File: src/pkg/spm_pkg.sv
// Purpose: shared constants and types for the shunt power monitor
// Assumes: 20 MHz system clock, 16-bit register words, 3-bit pointer
// Notes:   conversion times are kept in microseconds and turned into cycles
package spm_pkg;

  // register pointer values
  localparam logic [2:0] REG_SETUP   = 3'h0; // setup_control
  localparam logic [2:0] REG_SENSE   = 3'h1; // sense_voltage_result
  localparam logic [2:0] REG_RAIL    = 3'h2; // rail_voltage_result
  localparam logic [2:0] REG_POWER   = 3'h3; // power_result
  localparam logic [2:0] REG_CURRENT = 3'h4; // current_result
  localparam logic [2:0] REG_SCALE   = 3'h5; // scale_factor
  localparam logic [2:0] REG_ALSEL   = 3'h6; // alert_select
  localparam logic [2:0] REG_TRIP    = 3'h7; // trip_threshold

  // reset values
  localparam logic [15:0] SETUP_RST = 16'h4127; // wide range, continuous shunt and bus
  localparam logic [15:0] SCALE_RST = 16'h0000; // uncalibrated
  localparam logic [15:0] ALSEL_RST = 16'h0000; // no alert source
  localparam logic [15:0] TRIP_RST  = 16'h0000;

  // setup_control fields
  localparam int SETUP_SWRST_BIT = 15;
  localparam int SETUP_RANGE_BIT = 12; // shunt_range_select, 0 = +-81.92 mV
  localparam int SETUP_AVG_LSB   = 9;
  localparam int SETUP_BUSCT_LSB = 6;
  localparam int SETUP_SHCT_LSB  = 3;
  localparam int SETUP_MODE_LSB  = 0;
  localparam int MODE_SHUNT_BIT  = 0;
  localparam int MODE_BUS_BIT    = 1;
  localparam int MODE_CONT_BIT   = 2;

  // alert_select fields
  localparam int ALSEL_SOL_BIT  = 15; // shunt_over_limit_enable
  localparam int ALSEL_SUL_BIT  = 14;
  localparam int ALSEL_BOL_BIT  = 13;
  localparam int ALSEL_BUL_BIT  = 12;
  localparam int ALSEL_POL_BIT  = 11;
  localparam int ALSEL_CNVR_BIT = 10;
  localparam int ALSEL_AFF_BIT  = 4;
  localparam int ALSEL_CVRF_BIT = 3;
  localparam int ALSEL_APOL_BIT = 1;
  localparam int ALSEL_LEN_BIT  = 0;
  localparam logic [15:0] ALSEL_WMASK = 16'hFC03; // software-writable bits

  // arithmetic scaling
  localparam int          CUR_SHIFT_WIDE   = 11;          // current = shunt*cal/2048
  localparam int          CUR_SHIFT_NARROW = 9;           // narrow range codes are 4x finer
  localparam logic [16:0] POWER_DIVISOR    = 17'h04E20;   // 20000, gives 32x current step
  localparam int          DIV_STEPS        = 32;

  // timing
  localparam int CLK_MHZ = 20;
  localparam int unsigned CONV_TIME_US [8] = '{140, 204, 332, 588, 1100, 2116, 4156, 8244};
  localparam int unsigned AVG_SHIFT    [8] = '{0, 2, 4, 6, 7, 8, 9, 10};

  // serial port bus address, arbitrary default
  localparam logic [6:0] DEV_ADDR = 7'h40;

  typedef enum logic [3:0] {
    SER_IDLE = 4'b0000, SER_ADDR = 4'b0001, SER_AACK = 4'b0010,
    SER_PTR  = 4'b0011, SER_PACK = 4'b0100, SER_WDAT = 4'b0101,
    SER_WACK = 4'b0110, SER_RDAT = 4'b0111, SER_RACK = 4'b1000
  } spm_ser_e;

  typedef enum logic [2:0] {
    MEAS_IDLE = 3'b000, MEAS_SHUNT = 3'b001, MEAS_BUS = 3'b010,
    MEAS_UPDATE = 3'b011, MEAS_POWER = 3'b100
  } spm_meas_e;

  // one completed measurement set
  typedef struct packed {
    logic signed [15:0] shunt;
    logic        [15:0] bus;
    logic signed [15:0] current;
  } spm_result_s;

endpackage : spm_pkg

File: src/verilog/spm_shunt_power_monitor.sv
// Purpose: register-level behaviour of a shunt current, bus voltage and power monitor
// Assumes: adc codes arrive from front-end logic on clk; serial bus pins are asynchronous
// Notes:   registers are reached over the two-wire serial port only
`timescale 1ns/1ns
`default_nettype none

module spm_shunt_power_monitor
  import spm_pkg::*;
#(
  parameter int CYCLES_PER_US = CLK_MHZ // shorten in simulation
) (
  input  wire logic        clk,
  input  wire logic        rst,
  input  wire logic        sclIn,
  input  wire logic        sdaIn,
  output var  logic        sdaOut,
  output var  logic        sdaOe,
  output var  logic        alertOut,
  output var  logic        alertOe,
  input  wire logic [15:0] shuntAdc,
  input  wire logic [15:0] busAdc
);

  // cycles of one conversion for a 3-bit time code
  function automatic logic [19:0] convCycles(input logic [2:0] ct);
    convCycles = 20'(CONV_TIME_US[ct] * CYCLES_PER_US);
  endfunction : convCycles

  // ---------------- registers ----------------
  logic [15:0] setup_q;      // setup_control
  logic [15:0] scale_q;      // scale_factor
  logic [15:0] alSel_q;      // writable part of alert_select
  logic [15:0] trip_q;       // trip_threshold
  spm_result_s res_q;        // last published measurement set
  logic [15:0] power_q;      // power_result
  logic        cvrf_q;       // conversion ready flag
  logic        aff_q;        // alert function flag
  logic        trigger_q;    // single-shot request

  // serial port side
  logic [2:0]  sclSync_q, sdaSync_q; // three-stage samplers
  logic        sclF_q, sdaF_q;       // debounced pin levels
  spm_ser_e    ser_q;
  logic [3:0]  bitCnt_q;
  logic [7:0]  shReg_q;
  logic [7:0]  txReg_q;
  logic [2:0]  ptr_q;
  logic        rw_q;
  logic        hiByte_q;     // next data byte is the high one
  logic [7:0]  loHold_q;     // low half of a word being read
  logic [7:0]  hiHold_q;     // high half of a word being written
  logic        nack_q;
  logic        regWr_q;      // one-cycle register write strobe
  logic [15:0] regWrData_q;
  logic        alselRd_q;    // alert_select was read

  // ---------------- pin sampling ----------------
  // a level counts only once the second and third stages agree
  logic sclStable, sdaStable, sclRise, sclFall, startCond, stopCond, sdaNow;
  assign sclStable = (sclSync_q[1] == sclSync_q[2]);
  assign sdaStable = (sdaSync_q[1] == sdaSync_q[2]);
  assign sclRise   = sclStable && sclSync_q[2] && !sclF_q;
  assign sclFall   = sclStable && !sclSync_q[2] && sclF_q;
  assign startCond = sclF_q && sclStable && sclSync_q[2] && sdaStable && !sdaSync_q[2] && sdaF_q;
  assign stopCond  = sclF_q && sclStable && sclSync_q[2] && sdaStable && sdaSync_q[2] && !sdaF_q;
  // level sdaF_q takes this edge; our own release settles only as the clock line
  // rises, so the filtered copy would still show the acknowledge
  assign sdaNow    = sdaStable ? sdaSync_q[2] : sdaF_q;

  always_ff @(posedge clk) begin
    if (rst) begin
      sclSync_q <= 3'h7;
      sdaSync_q <= 3'h7;
      sclF_q    <= 1'b1;
      sdaF_q    <= 1'b1;
    end else begin
      sclSync_q <= {sclSync_q[1:0], sclIn};
      sdaSync_q <= {sdaSync_q[1:0], sdaIn};
      if (sclStable) sclF_q <= sclSync_q[2];
      if (sdaStable) sdaF_q <= sdaSync_q[2];
    end
  end

  // read data mux; shunt and current results are signed codes as stored
  logic [15:0] rdWord;
  always_comb begin
    unique case (ptr_q)
      REG_SETUP:   rdWord = setup_q;
      REG_SENSE:   rdWord = res_q.shunt;
      REG_RAIL:    rdWord = res_q.bus;
      REG_POWER:   rdWord = power_q;
      REG_CURRENT: rdWord = res_q.current;
      REG_SCALE:   rdWord = scale_q;
      REG_ALSEL:   rdWord = alSel_q | (16'(aff_q) << ALSEL_AFF_BIT)
                                    | (16'(cvrf_q) << ALSEL_CVRF_BIT);
      REG_TRIP:    rdWord = trip_q;
    endcase
  end

  // ---------------- serial port engine ----------------
  // bits sampled on scl rise, sda changed on scl fall; pointer then msb-first words
  always_ff @(posedge clk) begin
    regWr_q   <= 1'b0;
    alselRd_q <= 1'b0;
    if (rst) begin
      ser_q       <= SER_IDLE;
      bitCnt_q    <= 4'h0;
      shReg_q     <= 8'h00;
      txReg_q     <= 8'h00;
      ptr_q       <= REG_SETUP;
      rw_q        <= 1'b0;
      hiByte_q    <= 1'b1;
      loHold_q    <= 8'h00;
      hiHold_q    <= 8'h00;
      nack_q      <= 1'b0;
      sdaOe       <= 1'b0;
      regWrData_q <= 16'h0000;
    end else if (startCond) begin
      ser_q    <= SER_ADDR;  // repeated start keeps the pointer
      bitCnt_q <= 4'h0;
      hiByte_q <= 1'b1;      // a lone high byte is dropped
      sdaOe    <= 1'b0;
    end else if (stopCond) begin
      ser_q <= SER_IDLE;
      sdaOe <= 1'b0;
    end else if (sclRise) begin
      // receiving states shift in one bit
      if (ser_q == SER_ADDR || ser_q == SER_PTR || ser_q == SER_WDAT) begin
        shReg_q  <= {shReg_q[6:0], sdaNow};
        bitCnt_q <= bitCnt_q + 4'h1;
      end else if (ser_q == SER_RACK) begin
        nack_q <= sdaNow;
      end
    end else if (sclFall) begin
      unique case (ser_q)
        SER_IDLE: ;
        SER_ADDR: if (bitCnt_q == 4'h8) begin
          if (shReg_q[7:1] == DEV_ADDR) begin
            ser_q <= SER_AACK;
            rw_q  <= shReg_q[0];
            sdaOe <= 1'b1;  // acknowledge
          end else begin
            ser_q <= SER_IDLE; // not addressed, stay off the bus
          end
        end
        SER_AACK: begin
          bitCnt_q <= 4'h0;
          if (rw_q) begin
            // capture the whole word now so both halves are coherent
            ser_q     <= SER_RDAT;
            sdaOe     <= ~rdWord[15];
            txReg_q   <= {rdWord[14:8], 1'b0};
            loHold_q  <= rdWord[7:0];
            hiByte_q  <= 1'b0;
            bitCnt_q  <= 4'h1;
            alselRd_q <= (ptr_q == REG_ALSEL);
          end else begin
            ser_q <= SER_PTR;
            sdaOe <= 1'b0;
          end
        end
        SER_PTR: if (bitCnt_q == 4'h8) begin
          ptr_q <= shReg_q[2:0];
          ser_q <= SER_PACK;
          sdaOe <= 1'b1;
        end
        SER_PACK, SER_WACK: begin
          ser_q    <= SER_WDAT;
          sdaOe    <= 1'b0;
          bitCnt_q <= 4'h0;
        end
        SER_WDAT: if (bitCnt_q == 4'h8) begin
          ser_q <= SER_WACK;
          sdaOe <= 1'b1;
          if (hiByte_q) begin
            hiHold_q <= shReg_q;
          end else begin
            regWr_q     <= 1'b1;
            regWrData_q <= {hiHold_q, shReg_q};
          end
          hiByte_q <= ~hiByte_q;
        end
        SER_RDAT: begin
          if (bitCnt_q == 4'h8) begin
            ser_q <= SER_RACK;
            sdaOe <= 1'b0;   // release for the host acknowledge
          end else begin
            sdaOe    <= ~txReg_q[7];
            txReg_q  <= {txReg_q[6:0], 1'b0};
            bitCnt_q <= bitCnt_q + 4'h1;
          end
        end
        SER_RACK: begin
          if (nack_q) begin
            ser_q <= SER_IDLE;
          end else begin
            // further bytes alternate low then high of a fresh snapshot
            ser_q    <= SER_RDAT;
            bitCnt_q <= 4'h1;
            if (hiByte_q) begin
              sdaOe    <= ~rdWord[15];
              txReg_q  <= {rdWord[14:8], 1'b0};
              loHold_q <= rdWord[7:0];
            end else begin
              sdaOe   <= ~loHold_q[7];
              txReg_q <= {loHold_q[6:0], 1'b0};
            end
            hiByte_q <= ~hiByte_q;
          end
        end
        default: ser_q <= SER_IDLE; // unused state codes
      endcase
    end
  end

  // open-drain data pin only ever pulls low
  always_ff @(posedge clk) sdaOut <= 1'b0;

  // ---------------- register file ----------------
  // power-up and soft reset both restore every setting
  logic swReset;
  assign swReset = regWr_q && ptr_q == REG_SETUP && regWrData_q[SETUP_SWRST_BIT];

  always_ff @(posedge clk) begin
    trigger_q <= 1'b0;
    if (rst || swReset) begin
      setup_q <= SETUP_RST;
      scale_q <= SCALE_RST;
      alSel_q <= ALSEL_RST;
      trip_q  <= TRIP_RST;
    end else if (regWr_q) begin
      unique case (ptr_q)
        REG_SETUP: begin
          setup_q   <= regWrData_q & 16'h7FFF;
          trigger_q <= ~regWrData_q[SETUP_MODE_LSB + MODE_CONT_BIT];
        end
        REG_SCALE: scale_q <= regWrData_q & 16'h7FFF;
        REG_ALSEL: alSel_q <= regWrData_q & ALSEL_WMASK;
        REG_TRIP:  trip_q  <= regWrData_q;
        default: ; // result registers ignore writes
      endcase
    end
  end

  // ---------------- conversion sequencer ----------------
  spm_meas_e           meas_q;
  logic [19:0]         convCnt_q;
  logic [9:0]          avgCnt_q;
  logic signed [25:0]  accShunt_q;
  logic [25:0]         accBus_q;
  logic                divStart_q;
  logic                divBusy_q;
  logic                cvrSet_q;  // one-cycle conversion-ready event
  logic [2:0]          modeF, avgF, shCtF, busCtF;
  logic [9:0]          avgLast;
  assign modeF   = setup_q[SETUP_MODE_LSB +: 3];
  assign avgF    = setup_q[SETUP_AVG_LSB +: 3];
  assign shCtF   = setup_q[SETUP_SHCT_LSB +: 3];
  assign busCtF  = setup_q[SETUP_BUSCT_LSB +: 3];
  assign avgLast = 10'((11'h001 << AVG_SHIFT[avgF]) - 11'h001);

  // calibrated current; zero while uncalibrated
  logic signed [31:0] curProd;
  logic signed [15:0] curNew;
  logic signed [15:0] shuntNew;
  assign shuntNew = 16'(accShunt_q >>> AVG_SHIFT[avgF]);
  assign curProd  = shuntNew * $signed({1'b0, scale_q[14:0]});
  assign curNew   = (scale_q == 16'h0000) ? 16'sh0000 :
                    setup_q[SETUP_RANGE_BIT] ? 16'(curProd >>> CUR_SHIFT_NARROW)
                                             : 16'(curProd >>> CUR_SHIFT_WIDE);

  // shunt then bus, each with its own time; averaging wraps both
  // counts end on >= so a shorter time written mid-conversion cannot overrun
  always_ff @(posedge clk) begin
    divStart_q <= 1'b0;
    cvrSet_q   <= 1'b0;
    if (rst || swReset) begin
      meas_q     <= MEAS_IDLE;
      convCnt_q  <= 20'h00000;
      avgCnt_q   <= 10'h000;
      accShunt_q <= 26'sh0000000;
      accBus_q   <= 26'h0000000;
      res_q      <= '0;
    end else begin
      unique case (meas_q)
        MEAS_IDLE: if ((modeF[MODE_CONT_BIT] || trigger_q) && modeF[1:0] != 2'b00) begin
          meas_q    <= MEAS_SHUNT;
          convCnt_q <= 20'h00000;
        end
        MEAS_SHUNT: begin
          if (!modeF[MODE_SHUNT_BIT] || convCnt_q >= convCycles(shCtF) - 20'h00001) begin
            if (modeF[MODE_SHUNT_BIT]) accShunt_q <= accShunt_q + 26'(signed'(shuntAdc));
            meas_q    <= MEAS_BUS;
            convCnt_q <= 20'h00000;
          end else begin
            convCnt_q <= convCnt_q + 20'h00001;
          end
        end
        MEAS_BUS: begin
          if (!modeF[MODE_BUS_BIT] || convCnt_q >= convCycles(busCtF) - 20'h00001) begin
            if (modeF[MODE_BUS_BIT]) accBus_q <= accBus_q + 26'(busAdc[14:0]);
            convCnt_q <= 20'h00000;
            if (avgCnt_q == avgLast) begin
              meas_q <= MEAS_UPDATE;
            end else begin
              avgCnt_q <= avgCnt_q + 10'h001;
              meas_q   <= MEAS_SHUNT;
            end
          end else begin
            convCnt_q <= convCnt_q + 20'h00001;
          end
        end
        MEAS_UPDATE: begin
          // voltages publish regardless of calibration
          if (modeF[MODE_SHUNT_BIT]) begin
            res_q.shunt   <= shuntNew;
            res_q.current <= curNew;
          end
          if (modeF[MODE_BUS_BIT]) res_q.bus <= 16'(accBus_q >> AVG_SHIFT[avgF]);
          accShunt_q <= 26'sh0000000;
          accBus_q   <= 26'h0000000;
          avgCnt_q   <= 10'h000;
          divStart_q <= 1'b1;
          meas_q     <= MEAS_POWER;
        end
        MEAS_POWER: if (!divStart_q && !divBusy_q) begin
          cvrSet_q <= 1'b1;
          meas_q   <= modeF[MODE_CONT_BIT] ? MEAS_SHUNT : MEAS_IDLE;
        end
        default: meas_q <= MEAS_IDLE;
      endcase
    end
  end

  // ---------------- power divider ----------------
  // restoring division by a constant; one bit per clock is ample per conversion
  logic [31:0] divNum_q;
  logic [16:0] divRem_q;
  logic [4:0]  divCnt_q;
  logic [16:0] remShift;
  logic [15:0] curMag;
  assign remShift = {divRem_q[15:0], divNum_q[31]};
  assign curMag   = res_q.current[15] ? 16'(-res_q.current) : res_q.current;

  always_ff @(posedge clk) begin
    if (rst || swReset) begin
      divBusy_q <= 1'b0;
      divNum_q  <= 32'h00000000;
      divRem_q  <= 17'h00000;
      divCnt_q  <= 5'h00;
      power_q   <= 16'h0000;
    end else if (divStart_q) begin
      divBusy_q <= 1'b1;
      divNum_q  <= curMag * {1'b0, res_q.bus[14:0]};
      divRem_q  <= 17'h00000;
      divCnt_q  <= 5'h00;
    end else if (divBusy_q) begin
      if (remShift >= POWER_DIVISOR) begin
        divRem_q <= remShift - POWER_DIVISOR;
        divNum_q <= {divNum_q[30:0], 1'b1};
      end else begin
        divRem_q <= remShift;
        divNum_q <= {divNum_q[30:0], 1'b0};
      end
      divCnt_q <= divCnt_q + 5'h01;
      if (divCnt_q == 5'(DIV_STEPS - 1)) divBusy_q <= 1'b0;
    end else if (meas_q == MEAS_POWER) begin
      // saturate; zero current already forces zero power
      power_q <= (divNum_q[31:16] != 16'h0000) ? 16'hFFFF : divNum_q[15:0];
    end
  end

  // ---------------- alert ----------------
  // limits compare in raw result codes; only the power limit needs calibration
  logic faultNow;
  assign faultNow =
      (alSel_q[ALSEL_SOL_BIT] && res_q.shunt > $signed(trip_q)) ||
      (alSel_q[ALSEL_SUL_BIT] && res_q.shunt < $signed(trip_q)) ||
      (alSel_q[ALSEL_BOL_BIT] && res_q.bus > trip_q) ||
      (alSel_q[ALSEL_BUL_BIT] && res_q.bus < trip_q) ||
      (alSel_q[ALSEL_POL_BIT] && power_q > trip_q);

  // flags: a set in the same cycle as a read-clear wins
  always_ff @(posedge clk) begin
    if (rst || swReset) begin
      cvrf_q <= 1'b0;
      aff_q  <= 1'b0;
    end else begin
      if (cvrSet_q) cvrf_q <= 1'b1;
      else if (alselRd_q) cvrf_q <= 1'b0;
      // evaluated once per published set, so response tracks the conversion rate
      if (cvrSet_q && faultNow) aff_q <= 1'b1;
      else if (cvrSet_q && !alSel_q[ALSEL_LEN_BIT]) aff_q <= 1'b0;
      else if (alselRd_q && alSel_q[ALSEL_LEN_BIT]) aff_q <= 1'b0;
    end
  end

  // open drain; default polarity pulls low while active
  always_ff @(posedge clk) begin
    alertOut <= 1'b0;
    if (rst) alertOe <= 1'b0;
    else alertOe <= (aff_q || (alSel_q[ALSEL_CNVR_BIT] && cvrf_q)) ^ alSel_q[ALSEL_APOL_BIT];
  end

endmodule : spm_shunt_power_monitor

`default_nettype wire
File: config.mk
export PLATFORM = sky130hd
export DESIGN_NAME = spm_shunt_power_monitor
export DESIGN_NICKNAME = d
export VERILOG_FILES = /design/src/pkg/spm_pkg.sv /design/src/verilog/spm_shunt_power_monitor.sv
export SDC_FILE = /design/constraint.sdc
export NUM_CORES = 2
export LEC_CHECK = 0
export BUFFER_PORTS_ARGS = -buffer_cell sky130_fd_sc_hd__buf_2
export CELL_PAD_IN_SITES_DETAIL_PLACEMENT = 1
export CELL_PAD_IN_SITES_GLOBAL_PLACEMENT = 1
export CORE_MARGIN = 3
export CORE_UTILIZATION = 50
export CTS_BUF_LIST = sky130_fd_sc_hd__clkbuf_8 sky130_fd_sc_hd__clkbuf_16
export DETAILED_ROUTE_END_ITERATION = 8
export GPL_TIMING_DRIVEN = 0
export PLACE_DENSITY_LB_ADDON = 0.15
export SLEW_MARGIN = 15
export SYNTH_ARGS = -nofsm -noshare
export SYNTH_HDL_FRONTEND = slang
export SYNTH_SLANG_ARGS = --single-unit
export TNS_END_PERCENT = 5
File: constraint.sdc
create_clock -name clk -period 17.7 [get_ports clk]
set_clock_uncertainty 0.1 [all_clocks]
set_input_delay 1.77 -clock clk [delete_from_list [all_inputs] [get_ports clk]]
set_output_delay 1.77 -clock clk [all_outputs]
set_load 0.01 [all_outputs]
* Word-level counts from Yosys, hierarchy flattened
Memories as Yosys holds them, arrays and structs flattened.
Index checks and enable logic that the tools add are counted.
** Operators by class
- Add/sub/neg operators :: 11
- Multipliers :: 4
- Order comparisons :: 11
- Eq/ne operators :: 51
- Shift operators :: 3
- Multiplexer cells :: 87
- Bitwise logic cells :: 26
- Reductions and logical operators :: 97
** Operators with widths (count)
- $mux 32 :: 6
- $pmux 16 s8 :: 1
- $mux 26 :: 4
- $pmux 26 s2 :: 2
- $mux 16 :: 5
- $mul 32x3->18 const B :: 2
- $mux 31 :: 2
- $mux 20 :: 3
- $pmux 20 s3 :: 1
- $mux 8 :: 7
- $reduce_and 7->1 :: 7
- $gt 16x16->1 :: 3
- $ge 20x20->1 :: 2
- $sub 20x1->20 const B :: 2
- $mux 4 :: 9
- $lt 16x16->1 :: 2
- $pmux 4 s8 :: 1
- $shl 1x32->10 const A :: 1
- $shr 26x32->16 :: 1
- $sshr 26x32->16 :: 1
- $mul 16x15->31 :: 1
- $mux 1 :: 29
- $mul 16x16->27 :: 1
- $add 26x15->26 :: 1
- 62 further kinds :: 196
** Word-level totals
- Register bits :: 336
- Bits in read-only memories :: 768
- Bits of input ports :: 36
- Memories :: 3
** Memories
- (no name shown) :: depth 8, width 32, rd ports 1, clocked after memory_dff 0, write ports 0, line spm_shunt_power_monitor.sv:319 : if (modeF[MODE_BUS_BIT]) res_q.bus <= 16'(accBus_q >> AVG_SHIFT[avgF]);
- (no name shown) :: depth 8, width 32, rd ports 1, clocked after memory_dff 0, write ports 0, line spm_shunt_power_monitor.sv:26 : convCycles = 20'(CONV_TIME_US[ct] * CYCLES_PER_US);
- (no name shown) :: depth 8, width 32, rd ports 1, clocked after memory_dff 0, write ports 0, line spm_shunt_power_monitor.sv:26

* Longest topological paths before layout
- Word-level depth :: 10
- Mapped depth :: 39
- Depth with buffers taken out :: 34

* Least setup slack after synthesis
No wires, ideal clock.
- Path kind :: register -> register
- From :: register setup_q[10]
- To :: register res_q[14] in the netlist's numbering
- Setup time :: 122 ps
- Data arrival time :: 8546 ps
- Required time :: 17478 ps
- Path slack :: 8932 ps
- Cell stages (with the launch flop) :: 36
- Buffers on the path :: 6
- Cell sequence :: dfxtp_1 -> clkbuf_1 -> inv_2 -> ha_1 -> buf_6 -> nand2_1 -> nand2_1 -> buf_2 -> buf_2 -> buf_2 -> mux2i_1 -> o22ai_1 -> nor2_1 -> clkbuf_1 -> nand2_1 -> fa_1 -> fa_1 -> inv_1 -> fa_1 -> fa_1 -> fa_1 -> inv_1 -> fa_1 -> inv_1 -> ha_1 -> a21oi_1 -> o21ai_0 -> a21o_1 -> a21o_1 -> a21o_1 -> a21o_1 -> a41oi_2 -> o21ai_1 -> a21oi_1 -> xnor2_1 -> a221o_1
** On the way
- Longest elaborated chain between the ends :: 8
** Ends and longest elaborated chain
- from (decl) :: line spm_shunt_power_monitor.sv:30 : logic [15:0] setup_q;
- from (signal assigned) :: line spm_shunt_power_monitor.sv:234 : setup_q <= regWrData_q & 16'h7FFF;
- $not 3->4 (not written as such) :: line spm_shunt_power_monitor.sv:266 : assign shuntNew = 16'(accShunt_q >>> AVG_SHIFT[avgF]);
- $mem_v2 8x32
- $mux 32 (2 in series)
- $sshr 26x32->16 :: line spm_shunt_power_monitor.sv:266
- $mul 16x16->27 :: line spm_shunt_power_monitor.sv:267 : assign curProd = shuntNew * $signed({1'b0, scale_q[14:0]});
- $mux 16 :: line spm_shunt_power_monitor.sv:269 : setup_q[SETUP_RANGE_BIT] ? 16'(curProd >>> CUR_SHIFT_NARROW)
- $mux 16 :: line spm_shunt_power_monitor.sv:268 : assign curNew = (scale_q == 16'h0000) ? 16'sh0000 :
- to (decl) :: line spm_shunt_power_monitor.sv:34 : spm_result_s res_q;
Every way passes these cells. The select of a mux whose other input is x is not followed.
A chain may end at the register's enable or synchronous reset.

* Final worst setup path
- From :: register setup_q[10]
- To :: register res_q[15] in the netlist's numbering
Same word-level chain as after synthesis.

==> impl_metrics.toml <==
[placed_design]
dp_hpwl_um = 102000
io_buffers = 35
gp_congestion = 0.999
placed_cells = 5450

[setup_path]
crit_slowest_cell = "nor2_1"
path_class = "reg -> reg"
rrSetupSlack_ns = 6.10
crit_top_cell = "fa_1"
critPathLaunchType = "register"
end_kind = "register"
regToRegStartpoint = "setup_q[10]"
r2r-end = "res_q[15]"
slowest_delay_ns = 0.86
critical_path.endpoint = "res_q[15]"
crit_start = "setup_q[10]"
cp_data_arrival_time_ns = 11.94
required_ns = 18.05
cp_max_fo = 10
timing.reg2reg.worst_path_depth = 35

[layout]
fill_cells = 8952
area_growth_pct = 7.74
drive_gt1_share_pct = 4.50
nets = 5274
final_common_cell = "inv_1"
final_cell_mix = "inv_1 (547), nand2_1 (525), fa_1 (389)"
final_cell_count_no_fill = 5521

[floorplan]
initial_utilization_pct = 50.6
dieArea_um2 = 77400
die_w_um = 278
rows = 99
io-pin-count = 40
die_y_um = 278
core_area_um2 = 73200

[clocking]
htree_levels = 2
cts_resized = 0
postCtsSetupRepairBufs = 0
numCtsBuffers = 38
cts_tree = "done"
clock_path_buffers = 3
clk_latency_ns = 0.57
cts.sinks = 335
clk_pin_slew_ns = 0.06
cts-root-buf = "clkbuf_16"
ctsHoldBuffers = 0

[routing]
first_pass_iters = 7
vias = 32700
vias_per_cell = 5.93
wl_per_cell_um = 23.1
drtIter0Drc = 2021
routed_wl_um = 127000
antenna_left = 0
drc = 0

[global_route]
grt_pass1_wl_um = 201000
grt_usage_pct = 33.0
grt_overflow_total = 0
grt_max_degree = 15
grt_pass1_vias = 34600
grt_antenna_before_repair = 4

[synthesis]
synth_warnings = 0
synth_cells = 4447
post_synth.cell_area_avg_um2 = 8.33
ys_async_sr_fraction_pct = 0
ys_ff_latch = 335
ys_seq_area_share_pct = 18.1
syn_area_um2 = 37000
synth_edf_count = 0
synth.distinct_cells = 95
yosys_most_used_dff = "dfxtp_1"

[pwr]
total_power_w = 0.00316
leakage_nw = 18.3
power_density_nw_per_um2 = 79.2
peakVddDrop_uv = 82.8

[timing]
relSlewSlack_pct = 20.6
fin_crit_sh_pct = 65.5
setup_viol = 0
timing.fmax_ghz = 0.0862
rsz0062_at_grt = "no"
final-max-slew-violation-count = 0
tns_ns = 0
worst_slew_pin_slew_ns = 1.19
hold_viol = 0
fin_crit_ns = 11.60

[worst_hold_path]
min-delay-path-class = "reg -> reg"

[run]
cap_violations = 0

[status]
outcome = "completed"
[area by class of cell]
cell class                      count  area (um^2)  share of cell area (%)
Multi-Input combinational cell   3337        27400                    68.7
Clock inverter                     25          368                   0.922
Buffer                            229          901                    2.26
Inverter                          551         2070                    5.18
Tap cell                          959         1200                    3.01
Clock buffer                       44         1040                    2.62
Timing Repair Buffer               39          209                   0.524
Antenna cell                        2         5.00                  0.0125
Sequential cell                   335         6710                    16.8
[Yosys cell counts, drive strengths merged (95+ instances only)]
library cell	number	area [um^2]
a21oi	288	1450
and2	235	1470
clkbuf	189	711
dfxtp	335	6710
fa	389	7790
ha	318	3980
inv	547	2050
mux2i	162	1620
nand2	525	1970
nor2	317	1190
o21ai	145	726
xnor2	95	832
[state kept, by name, indices dropped and copies added (netlist names), 10 cells and up]
signal and count:
divNum_q 32, res_q 48, accShunt_q 26, setup_q 15, scale_q 15, trip_q 16
power_q 16, avgCnt_q 10, regWrData_q 16, accBus_q 26, divRem_q 16, convCnt_q 20
[critical path, delay by kind of cell (launching register included)]
kind / cells / cell delay, ns
xor+xnor: 1 / 0.13
simple gates: 4 / 1.55
buf+inv: 10 / 2.58
compound gates: 11 / 2.34
mux: 1 / 0.38
fa+ha+maj: 8 / 3.99
flops: 1 / 0.38
[metrics by stage]
step / utilization [%] / setup slack [ns] / hold WS, ns / cell area, um^2
after CTS: 54.5 / 6.25 / 0.311 / 39900
after floorplan: - / 8.93 / 0.289 / 37100
after global placement: 52.5 / 6.13 / 0.295 / 38400
after detailed placement: 52.6 / 6.33 / 0.296 / 38500
final: 54.5 / 6.10 / 0.307 / 39900
after global routing: 54.5 / 5.79 / 0.323 / 39900
[how the worst min path moves through the flow]
stage,slack (ns),end,depth (start not counted),start
floorplan,0.29,sclSync_q[1],1,sclSync_q[0]
global placement,0.30,sclSync_q[1],1,sclSync_q[0]
detailed placement,0.30,sclSync_q[1],1,sclSync_q[0]
CTS,0.31,sclSync_q[1],1,sclSync_q[0]
global route,0.32,sclSync_q[1],1,sclSync_q[0]
finish,0.31,sclSync_q[1],1,sclSync_q[0]
[routing by layer]
layer  vias to the layer above  part of all wire, %  GRT usage, %
li1                      14900                    -             -
met1                     16500                   43          43.6
met2                       992                   47          56.1
met3                       298                  5.5          3.52
met4                         0                  4.1          12.3
met5                         -                    0             0
[cell families after synthesis]
kind of cell / share of synthesized area [%]
muxes: 5.32
and+or+nand+nor: 19.0
DFF: 18.1
AOI/OAI and AO/OA: 14.3
xor gates and xnor gates: 3.48
buffers and inverters: 8.02
adders and majority gates: 31.8
other: 0.0101
[power breakdown]
group	leakage, nW	internal (W)	switching, W
Clock	0.695	0.000544	0.000356
Combinational	14.9	0.000448	0.000765
Sequential	2.72	0.000874	0.000173
Total	18.3	0.00187	0.00129
No activity file was read; power rests on OpenSTA's default activity.
